**config.mk**
```make
export PLATFORM = sky130hd
export DESIGN_NAME = tsg_events
export DESIGN_NICKNAME = d
export VERILOG_FILES = /design/src/hw/tsg_pkg.sv /design/src/hw/tsg_events.sv /design/src/hw/tsg_flag.sv /design/src/hw/tsg_sync.sv
export SDC_FILE = /design/constraint.sdc
export NUM_CORES = 1
export LEC_CHECK = 0
export ABC_AREA = 1
export BUFFER_PORTS_ARGS = -buffer_cell sky130_fd_sc_hd__buf_2
export CAP_MARGIN = 40
export CORE_UTILIZATION = 45
export CTS_CLUSTER_DIAMETER = 150
export DETAILED_ROUTE_END_ITERATION = 8
export PLACE_DENSITY = 0.73
export SLEW_MARGIN = 20
export SYNTH_ARGS = -nofsm -noshare
export SYNTH_HDL_FRONTEND = slang
export SYNTH_HIERARCHICAL = 1
export SYNTH_SLANG_ARGS = --single-unit
```
**constraint.sdc**
```tcl
create_clock -name clk_sys -period 2.6 [get_ports clk_sys]
set_input_delay 0.13 -clock clk_sys [delete_from_list [all_inputs] [get_ports clk_sys]]
set_output_delay 0.13 -clock clk_sys [all_outputs]
set_load 0.02 [all_outputs]
```
**src/hw/tsg_pkg.sv**
```systemverilog
// Package holding offsets, field positions and reset values of the event block.
package tsg_pkg;
  localparam int ADDR_W = 8;
  localparam logic [7:0] OFS_ENABLES = 8'h0C;
  localparam logic [7:0] OFS_FLAGS = 8'h10;
  localparam logic [7:0] OFS_EVGEN = 8'h14;
  localparam logic [7:0] OFS_CTRL = 8'h40;
  localparam logic [15:0] FLAGS_RST = 16'h0000;
  localparam logic [15:0] ENABLES_RST = 16'h0000;
  localparam logic [15:0] CTRL_RST = 16'h0000;
  localparam logic [15:0] FLAGS_MASK = 16'h1EFF;
  localparam logic [15:0] EVGEN_MASK = 16'h00FF;
  localparam int B_UPD = 0;
  localparam int B_CC1 = 1;
  localparam int B_COM = 5;
  localparam int B_TRG = 6;
  localparam int B_BRK = 7;
  localparam int B_OF1 = 9;
  localparam int NCH = 4;
  // Control register fields.
  localparam int C_UPDATE_DISABLE = 0;
  localparam int C_URS = 1;
  localparam int C_CONTROL_PRELOAD_OPTION = 2;
  localparam int C_DIR = 3;
  localparam int C_CMS0 = 4;
  localparam int C_SMS0 = 8;
  localparam logic [2:0] SMS_OFF = 3'h0;
  localparam logic [2:0] SMS_GATED = 3'h5;
endpackage

```
**src/hw/tsg_events.sv**
```systemverilog
// Status flags and software event generation of an advanced 16-bit timer.
// How it works
// - Channel 1 overcapture sets on capture while its flag set; write zero clears.
// - Overcapture flags for channels 4,3,2 sit at bits 12,11,10.
// - Break flag sets on active break; clear works only once break released.
// - Trigger flag sets on trigger edge when slave mode neither off nor gated, or counter start/stop in gated mode.
// - Control-update flag sets when control-update event loads channel controls.
// - Output channel flag sets when counter equals compare value.
// - Compare above reload sets flag at overflow, or underflow when down.
// - Input channel flag sets on capture; cleared by zero write or capture read.
// - Capture/compare flags for channels 4,3,2 sit at bits 4,3,2.
// - Update flag sets on over/underflow when repetition zero and updates enabled.
// - Update-generation sets update flag when source and disable controls zero.
// - Trigger reinitialisation sets update flag when both controls are zero.
// - Update flag stays set until software writes zero.
// - Break-generation clears main output enable and sets break flag.
// - Trigger-generation sets trigger flag.
// - Control-update generation loads channel controls when preload option set.
// - Channel generation on an output channel sets its flag.
// - Channel generation on input captures counter, sets flag, and overcapture if flag already set.
// - Update-generation reinitialises counter, updates unless disabled, clears prescaler count.
// - Reinit clears counter when up or centred, loads reload value when down.
// - Generation bits are write-only, self-clearing; zero writes do nothing.
// - A flag raises its interrupt only when its enable bit is set.
//
// Added by the designer: the strobed register port.
module tsg_events (
  input wire logic clk_sys,
  input wire logic srst,
  input wire logic [7:0] addr,
  input wire logic [15:0] wdata,
  input wire logic wr_en,
  input wire logic rd_en,
  output logic [15:0] rdata,
  input wire logic break_in,
  input wire logic trigger_input_edge,
  input wire logic counter_run_change,
  input wire logic trigger_reinit,
  input wire logic control_update_evt,
  input wire logic [15:0] counter_value,
  input wire logic [15:0] auto_reload_value,
  input wire logic counter_overflow,
  input wire logic counter_underflow,
  input wire logic repetition_zero,
  input wire logic [3:0] channel_is_input,
  input wire logic [63:0] ch_capture_compare_value,
  input wire logic [3:0] capture_edge,
  input wire logic [3:0] capture_read,
  output logic main_output_enable_clr,
  output logic control_load,
  output logic counter_reinit,
  output logic [15:0] counter_reinit_value,
  output logic prescaler_clear,
  output logic register_update,
  output logic [3:0] capture_strobe,
  output logic [15:0] capture_value,
  output logic irq
);
  logic [15:0] enables;
  logic [15:0] ctrl;
  logic [15:0] flags;
  logic break_s;
  logic wr_flags;
  logic wr_evgen;
  logic [7:0] gen;
  logic [3:0] cc_set;
  logic [3:0] of_set;
  logic [3:0] cc_clr;
  logic upd_set;
  logic trg_set;
  logic brk_set;
  logic com_set;
  logic down;
  logic gated;

  ////////////////////////////////////////////////////////////////////////////
  // Register port.

  tsg_sync #(.W(1)) u_brk_sync (
    .clk_sys(clk_sys),
    .srst(srst),
    .async_in(break_in),
    .sync_out(break_s)
  );

  assign wr_flags = wr_en && (addr == tsg_pkg::OFS_FLAGS);
  assign wr_evgen = wr_en && (addr == tsg_pkg::OFS_EVGEN);
  // Generation bits exist only during the write cycle, so they never read back.
  assign gen = wr_evgen ? wdata[7:0] : 8'h00;
  assign down = ctrl[tsg_pkg::C_DIR] &&
    (ctrl[tsg_pkg::C_CMS0 +: 2] == 2'h0);
  assign gated = ctrl[tsg_pkg::C_SMS0 +: 3] == tsg_pkg::SMS_GATED;

  always_ff @(posedge clk_sys)
  begin
    if (srst)
    begin
      enables <= tsg_pkg::ENABLES_RST;
      ctrl <= tsg_pkg::CTRL_RST;
    end
    else if (wr_en && addr == tsg_pkg::OFS_ENABLES)
      enables <= {1'b0, wdata[14:0]};
    else if (wr_en && addr == tsg_pkg::OFS_CTRL)
      ctrl <= {5'h00, wdata[10:0]};
  end

  always_ff @(posedge clk_sys)
  begin
    if (srst)
      rdata <= 16'h0000;
    else if (rd_en)
    begin
      case (addr)
        tsg_pkg::OFS_ENABLES: rdata <= enables;
        tsg_pkg::OFS_FLAGS: rdata <= flags;
        tsg_pkg::OFS_CTRL: rdata <= ctrl;
        default: rdata <= 16'h0000;
      endcase
    end
  end

  ////////////////////////////////////////////////////////////////////////////
  // Event sources.

  assign brk_set = break_s || gen[tsg_pkg::B_BRK];
  assign trg_set = gen[tsg_pkg::B_TRG] ||
    ((ctrl[tsg_pkg::C_SMS0 +: 3] != tsg_pkg::SMS_OFF) &&
     (gated ? counter_run_change : trigger_input_edge));
  assign control_load = gen[tsg_pkg::B_COM] &&
    ctrl[tsg_pkg::C_CONTROL_PRELOAD_OPTION];
  assign com_set = control_update_evt || control_load;
  assign counter_reinit = gen[tsg_pkg::B_UPD];
  assign prescaler_clear = gen[tsg_pkg::B_UPD];
  assign counter_reinit_value = down ? auto_reload_value : 16'h0000;
  assign register_update = !ctrl[tsg_pkg::C_UPDATE_DISABLE] &&
    ((repetition_zero && (counter_overflow || counter_underflow)) ||
     gen[tsg_pkg::B_UPD] || trigger_reinit);
  assign upd_set = !ctrl[tsg_pkg::C_UPDATE_DISABLE] &&
    ((repetition_zero && (counter_overflow || counter_underflow)) ||
     (!ctrl[tsg_pkg::C_URS] &&
      (gen[tsg_pkg::B_UPD] || trigger_reinit)));
  assign main_output_enable_clr = gen[tsg_pkg::B_BRK];

  genvar ch;
  generate
    for (ch = 0; ch < tsg_pkg::NCH; ch = ch + 1)
    begin : g_ch
      logic [15:0] ccv;
      logic sw_gen;
      logic match;
      assign ccv = ch_capture_compare_value[16*ch +: 16];
      assign sw_gen = gen[tsg_pkg::B_CC1 + ch];
      assign match = (ccv > auto_reload_value) ?
        (down ? counter_underflow : counter_overflow) :
        (counter_value == ccv);
      // Capture by edge or by generation bit when the channel is input.
      assign capture_strobe[ch] = channel_is_input[ch] &&
        (capture_edge[ch] || sw_gen);
      assign cc_set[ch] = capture_strobe[ch] ||
        (!channel_is_input[ch] && (match || sw_gen));
      assign of_set[ch] = capture_strobe[ch] &&
        flags[tsg_pkg::B_CC1 + ch];
      assign cc_clr[ch] = (wr_flags && !wdata[tsg_pkg::B_CC1 + ch]) ||
        (capture_read[ch] && channel_is_input[ch]);
      tsg_flag u_cc (
        .clk_sys(clk_sys),
        .srst(srst),
        .set_evt(cc_set[ch]),
        .clr_req(cc_clr[ch]),
        .clr_block(1'b0),
        .flag(flags[tsg_pkg::B_CC1 + ch])
      );
      tsg_flag u_of (
        .clk_sys(clk_sys),
        .srst(srst),
        .set_evt(of_set[ch]),
        .clr_req(wr_flags && !wdata[tsg_pkg::B_OF1 + ch]),
        .clr_block(1'b0),
        .flag(flags[tsg_pkg::B_OF1 + ch])
      );
    end
  endgenerate

  // The counter value captured is the one seen in the capture cycle.
  always_ff @(posedge clk_sys)
  begin
    if (srst)
      capture_value <= 16'h0000;
    else if (|capture_strobe)
      capture_value <= counter_value;
  end

  ////////////////////////////////////////////////////////////////////////////
  // Remaining flags.

  tsg_flag u_upd (
    .clk_sys(clk_sys),
    .srst(srst),
    .set_evt(upd_set),
    .clr_req(wr_flags && !wdata[tsg_pkg::B_UPD]),
    .clr_block(1'b0),
    .flag(flags[tsg_pkg::B_UPD])
  );
  tsg_flag u_com (
    .clk_sys(clk_sys),
    .srst(srst),
    .set_evt(com_set),
    .clr_req(wr_flags && !wdata[tsg_pkg::B_COM]),
    .clr_block(1'b0),
    .flag(flags[tsg_pkg::B_COM])
  );
  tsg_flag u_trg (
    .clk_sys(clk_sys),
    .srst(srst),
    .set_evt(trg_set),
    .clr_req(wr_flags && !wdata[tsg_pkg::B_TRG]),
    .clr_block(1'b0),
    .flag(flags[tsg_pkg::B_TRG])
  );
  tsg_flag u_brk (
    .clk_sys(clk_sys),
    .srst(srst),
    .set_evt(brk_set),
    .clr_req(wr_flags && !wdata[tsg_pkg::B_BRK]),
    .clr_block(break_s),
    .flag(flags[tsg_pkg::B_BRK])
  );
  assign flags[8] = 1'b0;
  assign flags[15:13] = 3'h0;

  // Enables in the low byte gate the flags of the same position.
  always_ff @(posedge clk_sys)
  begin
    if (srst)
      irq <= 1'b0;
    else
      irq <= |(flags[7:0] & enables[7:0]);
  end

  ////////////////////////////////////////////////////////////////////////////
  // Checks.

  property p_ovc;
    @(posedge clk_sys) disable iff (srst)
    (capture_strobe[0] && flags[tsg_pkg::B_CC1]) |=> flags[tsg_pkg::B_OF1];
  endproperty
  a_ovc: assert property (p_ovc) else $error("overcapture missed");

  property p_brkhold;
    @(posedge clk_sys) disable iff (srst)
    break_s |=> flags[tsg_pkg::B_BRK];
  endproperty
  a_brkhold: assert property (p_brkhold) else $error("break flag lost");

  property p_trggen;
    @(posedge clk_sys) disable iff (srst)
    (wr_evgen && wdata[tsg_pkg::B_TRG]) |=> flags[tsg_pkg::B_TRG];
  endproperty
  a_trggen: assert property (p_trggen) else $error("trigger gen");

  property p_updgen;
    @(posedge clk_sys) disable iff (srst)
    (wr_evgen && wdata[tsg_pkg::B_UPD] && !ctrl[tsg_pkg::C_UPDATE_DISABLE] &&
     !ctrl[tsg_pkg::C_URS]) |=> flags[tsg_pkg::B_UPD];
  endproperty
  a_updgen: assert property (p_updgen) else $error("update gen");

  property p_update_disable;
    @(posedge clk_sys) disable iff (srst)
    (ctrl[tsg_pkg::C_UPDATE_DISABLE] && !flags[0] && !wr_en) |=> !flags[0];
  endproperty
  a_update_disable: assert property (p_update_disable) else $error("update while disabled");

  property p_w1;
    @(posedge clk_sys) disable iff (srst)
    (wr_flags && flags[tsg_pkg::B_UPD] && wdata[tsg_pkg::B_UPD]) |=>
      flags[tsg_pkg::B_UPD];
  endproperty
  a_w1: assert property (p_w1) else $error("write one cleared flag");

  property p_reinit;
    @(posedge clk_sys) disable iff (srst)
    (counter_reinit && (!ctrl[tsg_pkg::C_DIR] ||
     (ctrl[tsg_pkg::C_CMS0 +: 2] != 2'h0))) |->
      (counter_reinit_value == 16'h0000);
  endproperty
  a_reinit: assert property (p_reinit) else $error("reinit value");

  property p_gen0;
    @(posedge clk_sys) disable iff (srst)
    !wr_evgen |-> !counter_reinit && !main_output_enable_clr;
  endproperty
  a_gen0: assert property (p_gen0) else $error("spurious generation");

  property p_irq;
    @(posedge clk_sys) disable iff (srst)
    ((flags[7:0] & enables[7:0]) == 8'h00) |=> !irq;
  endproperty
  a_irq: assert property (p_irq) else $error("irq without enable");
endmodule // tsg_events

```
**src/hw/tsg_flag.sv**
```systemverilog
// One sticky status flag: hardware set wins over a software write of zero.
module tsg_flag (
  input wire logic clk_sys,
  input wire logic srst,
  input wire logic set_evt,
  input wire logic clr_req,
  input wire logic clr_block,
  output logic flag
);
  always_ff @(posedge clk_sys)
  begin
    if (srst)
      flag <= 1'b0;
    else if (set_evt)
      flag <= 1'b1;
    else if (clr_req && !clr_block)
      flag <= 1'b0;
  end
endmodule // tsg_flag

```
**src/hw/tsg_sync.sv**
```systemverilog
// Two-flip-flop synchroniser for asynchronous level inputs.
module tsg_sync #(
  parameter int W = 1
) (
  input wire logic clk_sys,
  input wire logic srst,
  input wire logic [W-1:0] async_in,
  output logic [W-1:0] sync_out
);
  logic [W-1:0] meta;

  always_ff @(posedge clk_sys)
  begin
    if (srst)
    begin
      meta <= '0;
      sync_out <= '0;
    end
    else
    begin
      meta <= async_in;
      sync_out <= meta;
    end
  end
endmodule // tsg_sync

```
# Word level (Yosys, flattened, before mapping)
# Index checks and enable logic that the tools add are counted.
# Widths: inputs -> output; s select.
dict set report totals {
  output_inout_bits 58
  mem_bits_ro 0
  mem_count 0
  ff_bits 73
  elab_cells 167
  input_bits 144
  latch_bits 0
  ram_bits 0
}
dict set report op_classes {
  magnitude_cmp 4
  shifts 0
  eq_ne 9
  n_mux 33
  n_mul 0
  n_reduce_logical 100
  bitwise 2
  addsub 0
  div 0
}
# operator n
set op_table {}
lappend op_table {{$eq 16x16->1} 4}
lappend op_table {{$gt 16x16->1} 4}
lappend op_table {{$pmux 15 s3} 1}
lappend op_table {{$logic_and 1x1->1} 40}
lappend op_table {{$mux 1} 30}
lappend op_table {{$logic_or 1x1->1} 24}
lappend op_table {{$reduce_bool 2->1} 12}
lappend op_table {{$logic_not 1->1} 19}
lappend op_table {{$eq 8x5->1 const B} 2}
lappend op_table {{$mux 16} 1}
lappend op_table {{$and 8x8->8} 1}
lappend op_table {{$eq 8x4->1 const B} 1}
lappend op_table {{$eq 8x7->1 const B} 1}
lappend op_table {{$mux 8} 1}
lappend op_table {{$reduce_or 8->1} 1}
lappend op_table {{$reduce_or 4->1} 1}
lappend op_table {{$eq 3x3->1 const B} 1}
lappend op_table {{$reduce_bool 3->1} 1}
lappend op_table {{$logic_not 2->1} 1}
lappend op_table {{$reduce_and 2->1} 1}
lappend op_table {{$not 1->1} 1}

# Longest topological paths before layout
dict set report logic_depth {
  word_depth 8
  ltp_mapped 18
  depth_no_buf 18
}

# Cells and area by module
# The synthesis kept the hierarchy.
# module instances cells_each area_per_inst_um2 seq_area_each_um2
set modules_own_cells {}
lappend modules_own_cells {tsg_events 1 852 5415.2 1161.1}
lappend modules_own_cells {tsg_flag 12 6 43.8 20.0}
lappend modules_own_cells {tsg_sync 1 6 55.1 40.0}

# Worst setup path after synthesis
# No wires, ideal clock.
dict set report synth_path {
  path_kind {in2reg}
  startpoint {in addr[6]}
  endpoint {reg u_brk.flag}
  setup_ps 66
  path_buffers 1
  path_stages 11
  required_time_ps 2534
  arrival_ps 1532
  slack_ps 1002
  path_cell_list {inv_2 nand2_1 nor3_4 buf_6 inv_1 nor3_1 inv_1 nor2_1 or2_2 inv_1 a21oi_2}
}
dict set report synth_between {
  elab_chain_cells 5
  word_cells_on_any_way 10
  classes_between {eq/ne: 2; mux: 2; reduce/logical: 6}
}
# item line_no
set synth_lines {}
lappend synth_lines {{start, declared} tsg_events.sv:30} ;# input wire logic [7:0] addr,
lappend synth_lines {{$eq 8x5->1 (*)} tsg_events.sv:87} ;# assign wr_evgen = wr_en && (addr == tsg_pkg::OFS_EVGEN);
lappend synth_lines {{$logic_and 1x1->1 (*)} tsg_events.sv:87}
lappend synth_lines {{$mux 8 (*)} tsg_events.sv:89} ;# assign gen = wr_evgen ? wdata[7:0] : 8'h00;
lappend synth_lines {{net main_output_enable_clr} tsg_events.sv:49} ;# output logic main_output_enable_clr,
lappend synth_lines {{$logic_or 1x1->1 (*)} tsg_events.sv:125} ;# assign brk_set = break_s || gen[tsg_pkg::B_BRK];
lappend synth_lines {{net brk_set} tsg_events.sv:71} ;# logic brk_set;
lappend synth_lines {{$mux 1 / $reduce_bool 2->1 (equally long branches)} -}
lappend synth_lines {{end signal, assigned} tsg_flag.sv:13} ;# flag <= 1'b0;
lappend synth_lines {{end signal, assigned} tsg_flag.sv:15} ;# flag <= 1'b1;
lappend synth_lines {{end signal, assigned} tsg_flag.sv:17} ;# flag <= 1'b0;
lappend synth_lines {{end, declared} tsg_flag.sv:8} ;# output logic flag
# The timed path passes the listed nets; every way through them passes the cells marked *.
# A chain may end at the register's enable or synchronous reset.

# Worst setup path in the final report
dict set report layout_path {
  startpoint {reg ctrl[5]}
  endpoint {reg g_ch[2].u_cc.flag}
}
dict set report layout_between {
  elab_chain_cells 8
  word_cells_on_any_way 9
  classes_between {mux: 3; reduce/logical: 6}
}
# item line_no
set layout_lines {}
lappend layout_lines {{start, declared} tsg_events.sv:60} ;# logic [15:0] ctrl;
lappend layout_lines {{start signal, assigned} tsg_events.sv:99} ;# ctrl <= tsg_pkg::CTRL_RST;
lappend layout_lines {{start signal, assigned} tsg_events.sv:104} ;# ctrl <= {5'h00, wdata[10:0]};
lappend layout_lines {{$logic_not 2->1 (*)} tsg_events.sv:91} ;# (ctrl[tsg_pkg::C_CMS0 +: 2] == 2'h0);
lappend layout_lines {{$logic_and 1x1->1 (*)} tsg_events.sv:90} ;# assign down = ctrl[tsg_pkg::C_DIR] &&
lappend layout_lines {{$mux 1 (*)} tsg_events.sv:154} ;# (down ? counter_underflow : counter_overflow) :
lappend layout_lines {{$mux 1 (*)} tsg_events.sv:153} ;# assign match = (ccv > auto_reload_value) ?
lappend layout_lines {{$logic_or 1x1->1 (*)} tsg_events.sv:160} ;# (!channel_is_input[ch] && (match || sw_gen));
lappend layout_lines {{$logic_and 1x1->1 (*)} tsg_events.sv:160}
lappend layout_lines {{$logic_or 1x1->1 (*)} tsg_events.sv:159} ;# assign cc_set[ch] = capture_strobe[ch] ||
lappend layout_lines {{net cc_set[2]} tsg_events.sv:66} ;# logic [3:0] cc_set;
lappend layout_lines {{$mux 1 / $reduce_bool 2->1 (equally long branches)} -}
lappend layout_lines {{end signal, assigned} tsg_flag.sv:13}
lappend layout_lines {{end signal, assigned} tsg_flag.sv:15}
lappend layout_lines {{end signal, assigned} tsg_flag.sv:17}
lappend layout_lines {{end, declared} tsg_flag.sv:8}
# Marked as above.

==> summary.md <==
| Metric | Value |
|---|---|
| Setup Viol. Count Final | 0 |
| Critical Path Sink Type | register |
| Leakage | 0.00388 uW |
| Final instance area | 7480 sq um |
| H-tree Lvls | 3 |
| Starting DRC count in detailed routing | 385 |
| Fin. max-slew vios | 0 |
| Yosys warns | 6 |
| Hold buffer count at cts | 1 |
| Final WL | 18200 um |
| Min-delay worst type | input pin to register |
| Sequential power share | 35.0% |
| Tightest Pin Transition | 0.681 ns |
| Clock-pin slew on the worst setup and hold paths | 0.06 ns |
| Layout Nets | 1333 |
| Commonest cells in the netlist | 232 x nand2_1, 135 x inv_1, 115 x nor2_1, 72 x dfxtp_1, 64 x ha_1 |
| Crit-path max FO | 18 |
| Crit Path Category | register to register |
| RSZ-0062 raised after global routing | no |
| Most used cell, CP | nand3_1 |
| Clk pwr share | 41.2% |
| Crit path max-delay family | compound AO/OA/AOI/OAI gates |
| Crit path DAT | around 2.1 ns |
| Combinational share of power | approximately a quarter |
| Cts bufs inserted | 9 |
| Pre-Repair DR Iteration Count | 5 |
| Run status | finished clean |
| Die span in x | 117 um |
| Global route overflow | 0 |
| Leading area contributor after synthesis | dfxtp_1 |
| Clock sinks | 72 |
| Sum of negative setup slack | 0 ns |
| Placeable Area | 12800 sq um |
| Root buffer cell | clkbuf_16 |
| Post-synthesis sequential area ratio | 24.0% |
| Layout fillers | 1313 |
| Max-Cap Viols | 0 |
| Port bufs | roughly 200 |
| Worst VDD drop | between 0.0003 and 0.0004 V |
| Worst rel slew slack | between 50% and 60% |
| Most frequent cell after synthesis | nand2_1 |
| Pre-CTS setup slack | 0.682 ns |
| Number of synthesized flops with an enable pin | 0 |
| Post-detailed-route via-to-cell ratio | between 4 and 5 |
| Largest stage delay, worst path | 0.53 ns |
| GP Congestion | 0.917 |
| Initial Util | 46.8% |
| Die height | 117 um |
| #FFs+latches synth | 72 |
| IO Count | 202 |
| Top FF cell, synth | dfxtp_1 |
| Routed Antenna Nets | 0 |
| Num rows | 41 |
| Initial antenna violation count | 3 |
| Area of the multi-input gates | just under 4000 sq um |
| Startpoint types | register |
| Postcts setup bufs | 0 |
| Wire per inst | approximately 14 um |
| Sw frac | 29.3% |
| Top cell type's share of synthesized area | 24.0% |
| Highest-delay cell along the critical path | o21ai_0 |
| Switch Pwr | 972 uW |
| Critical Path, Cell by Cell | inv_1 > nand3_1 > buf_4 > o21ai_0 > nand3_1 > nand3_1 > nand2_1 > nand2_1 > inv_1 > a21oi_2 |
| Worst Path Buf+Inv | 3 |
| Final min period | between 1.5 and 2 ns |
| Routed vias | 6510 |
| Placed instance area | 7140 sq um |
| Die area | 13800 sq um |
| CP Data Required Time | 2.87 ns |
| Register area | 1440 sq um |
| Worst Skew | 0.00447 ns |
| CTS tree | yes |
| DRC viols | 0 |
| Max Freq | ~550 MHz |
| Share of cells above drive strength 1 | 23.0% |
| Vias in the first global route | just under 6000 |
| Gate Count Post-Synth | 930 |
| Mean Syn Cell Area | 6.45 sq um |
| Clk_lat worst skew | 0.34 ns |
| Synth unique cells | 36 |
| Fraction of registers with async set/reset | 0% |
| Hpwl dp | 14400 um |
| # resized after CTS | 0 |
| Mapped Area | 6000 sq um |
| Largest net degree at the start of global routing | 45 |
| Clock buffer depth | 2 |
| Pint | 2350 uW |
| Total GRT Usage | 26.9% |
| PwrDens | around 440 nW/um^2 |
| Synth area leaders | dfxtp_1 24%, nand2_1 15%, ha_1 13% |
| Final Hold Viols | 0 |
| P&R area growth vs syn | 24.8% |
| Final worst setup slack | 0.779 ns |
| First-pass GRT wire length | 29500 um |
| Period utilisation layout | 70.1% |
[metrics by stage]
step / hold WS (ns) / instances / util (%) / total power (uW)
global route: 0.0182 / 1304 / 58.3 / 3490
detailed placement: 0.341 / 1285 / 55.6 / 1970
global placement: 0.336 / 1285 / 55.6 / 1950
CTS: 0.0185 / 1301 / 58.3 / 3330
floorplan: 0.192 / 941 / - / 1680
finish: 0.0156 / 1305 / 58.4 / 3320
[worst paths after layout]
kind | from | to | slack [ns] | cells after the start
setup reg to reg | ctrl[5] | g_ch[2].u_cc/flag | 0.78 | 10
setup / recovery | ctrl[5] | g_ch[2].u_cc/flag | 0.78 | 10
hold reg to reg | u_brk_sync/meta | u_brk_sync/sync_out | 0.41 | 2
hold / removal | wdata[14] | enables[14] | 0.02 | 3
[layer usage]
| metal | vias to the layer above | track usage, % | wire length [um] |
|---|---|---|---|
| li1 | 3322 | - | - |
| met1 | 2922 | 34.8 | 8150 |
| met2 | 239 | 44.4 | 8410 |
| met3 | 27 | 5.79 | 1260 |
| met4 | 0 | 8.04 | 332 |
| met5 | - | 0 | 0 |
[power groups by stage]
stage | combinational (uW) | sequential, uW | clock (uW)
6_report | 789 | 1160 | 1370
5_1_grt | 891 | 1170 | 1430
4_1_cts | 786 | 1160 | 1380
3_5_place_dp | 780 | 1190 | 0
3_3_place_gp | 766 | 1190 | 0
2_1_floorplan | 472 | 1210 | 0
[cells in the final DEF, fill, tap and decap left out, types with 4 or more instances in the layout]
master	synthesis	layout
xnor2_1	36	36
buf_2	6	199
a21oi_2	12	12
buf_4	3	8
nand2_2	6	6
conb_1	1	12
o221ai_1	4	4
nor3_1	17	17
nor2_1	115	115
o21ai_0	42	42
a21oi_1	60	60
a21o_1	4	4
nand4_1	6	6
or2_2	8	8
clkbuf_16	0	9
diode_2	0	4
xor2_1	18	18
ha_1	64	64
dfxtp_1	72	72
nand2_1	232	232
inv_1	135	135
nand3_1	38	38
o211ai_1	6	6
[cell type report]
class	instances	share of cell area (%)
timing repair buffer	208	14.2
clock inverter	4	1.02
tap	172	2.88
sequential	72	19.3
inverter	139	6.97
clock buffer	11	3.38
antenna	4	0.134
multi-input combinational	695	52.1
[cells by family (layout without fill, tap and decap cells)]
group                      Yosys count  count (layout)  synth area share (%)
DFF                                 72              72                  24.0
adders and majority gates           64              64                  13.4
and+or+nand+nor                    431             431                  30.1
buffers and inverters              174             362                  11.6
xor gates and xnor gates            54              54                  7.89
AOI/OAI and AO/OA                  134             134                  13.0
other                                1              16                0.0625
[registers in the layout, indices dropped and copies added (netlist names)]
name,cells
g_ch.u_cc/flag,4
u_trg/flag,1
rdata,15
capture_value,16
u_upd/flag,1
u_brk/flag,1
irq,1
u_brk_sync/meta,1
u_brk_sync/sync_out,1
ctrl,11
u_com/flag,1
enables,15
g_ch.u_of/flag,4
[tightest hold or removal path: stages]
cell,delay (ns)
buf_2,0.08
nor2_1,0.03
nor2_1,0.08
No activity file was read; power rests on OpenSTA's default activity.
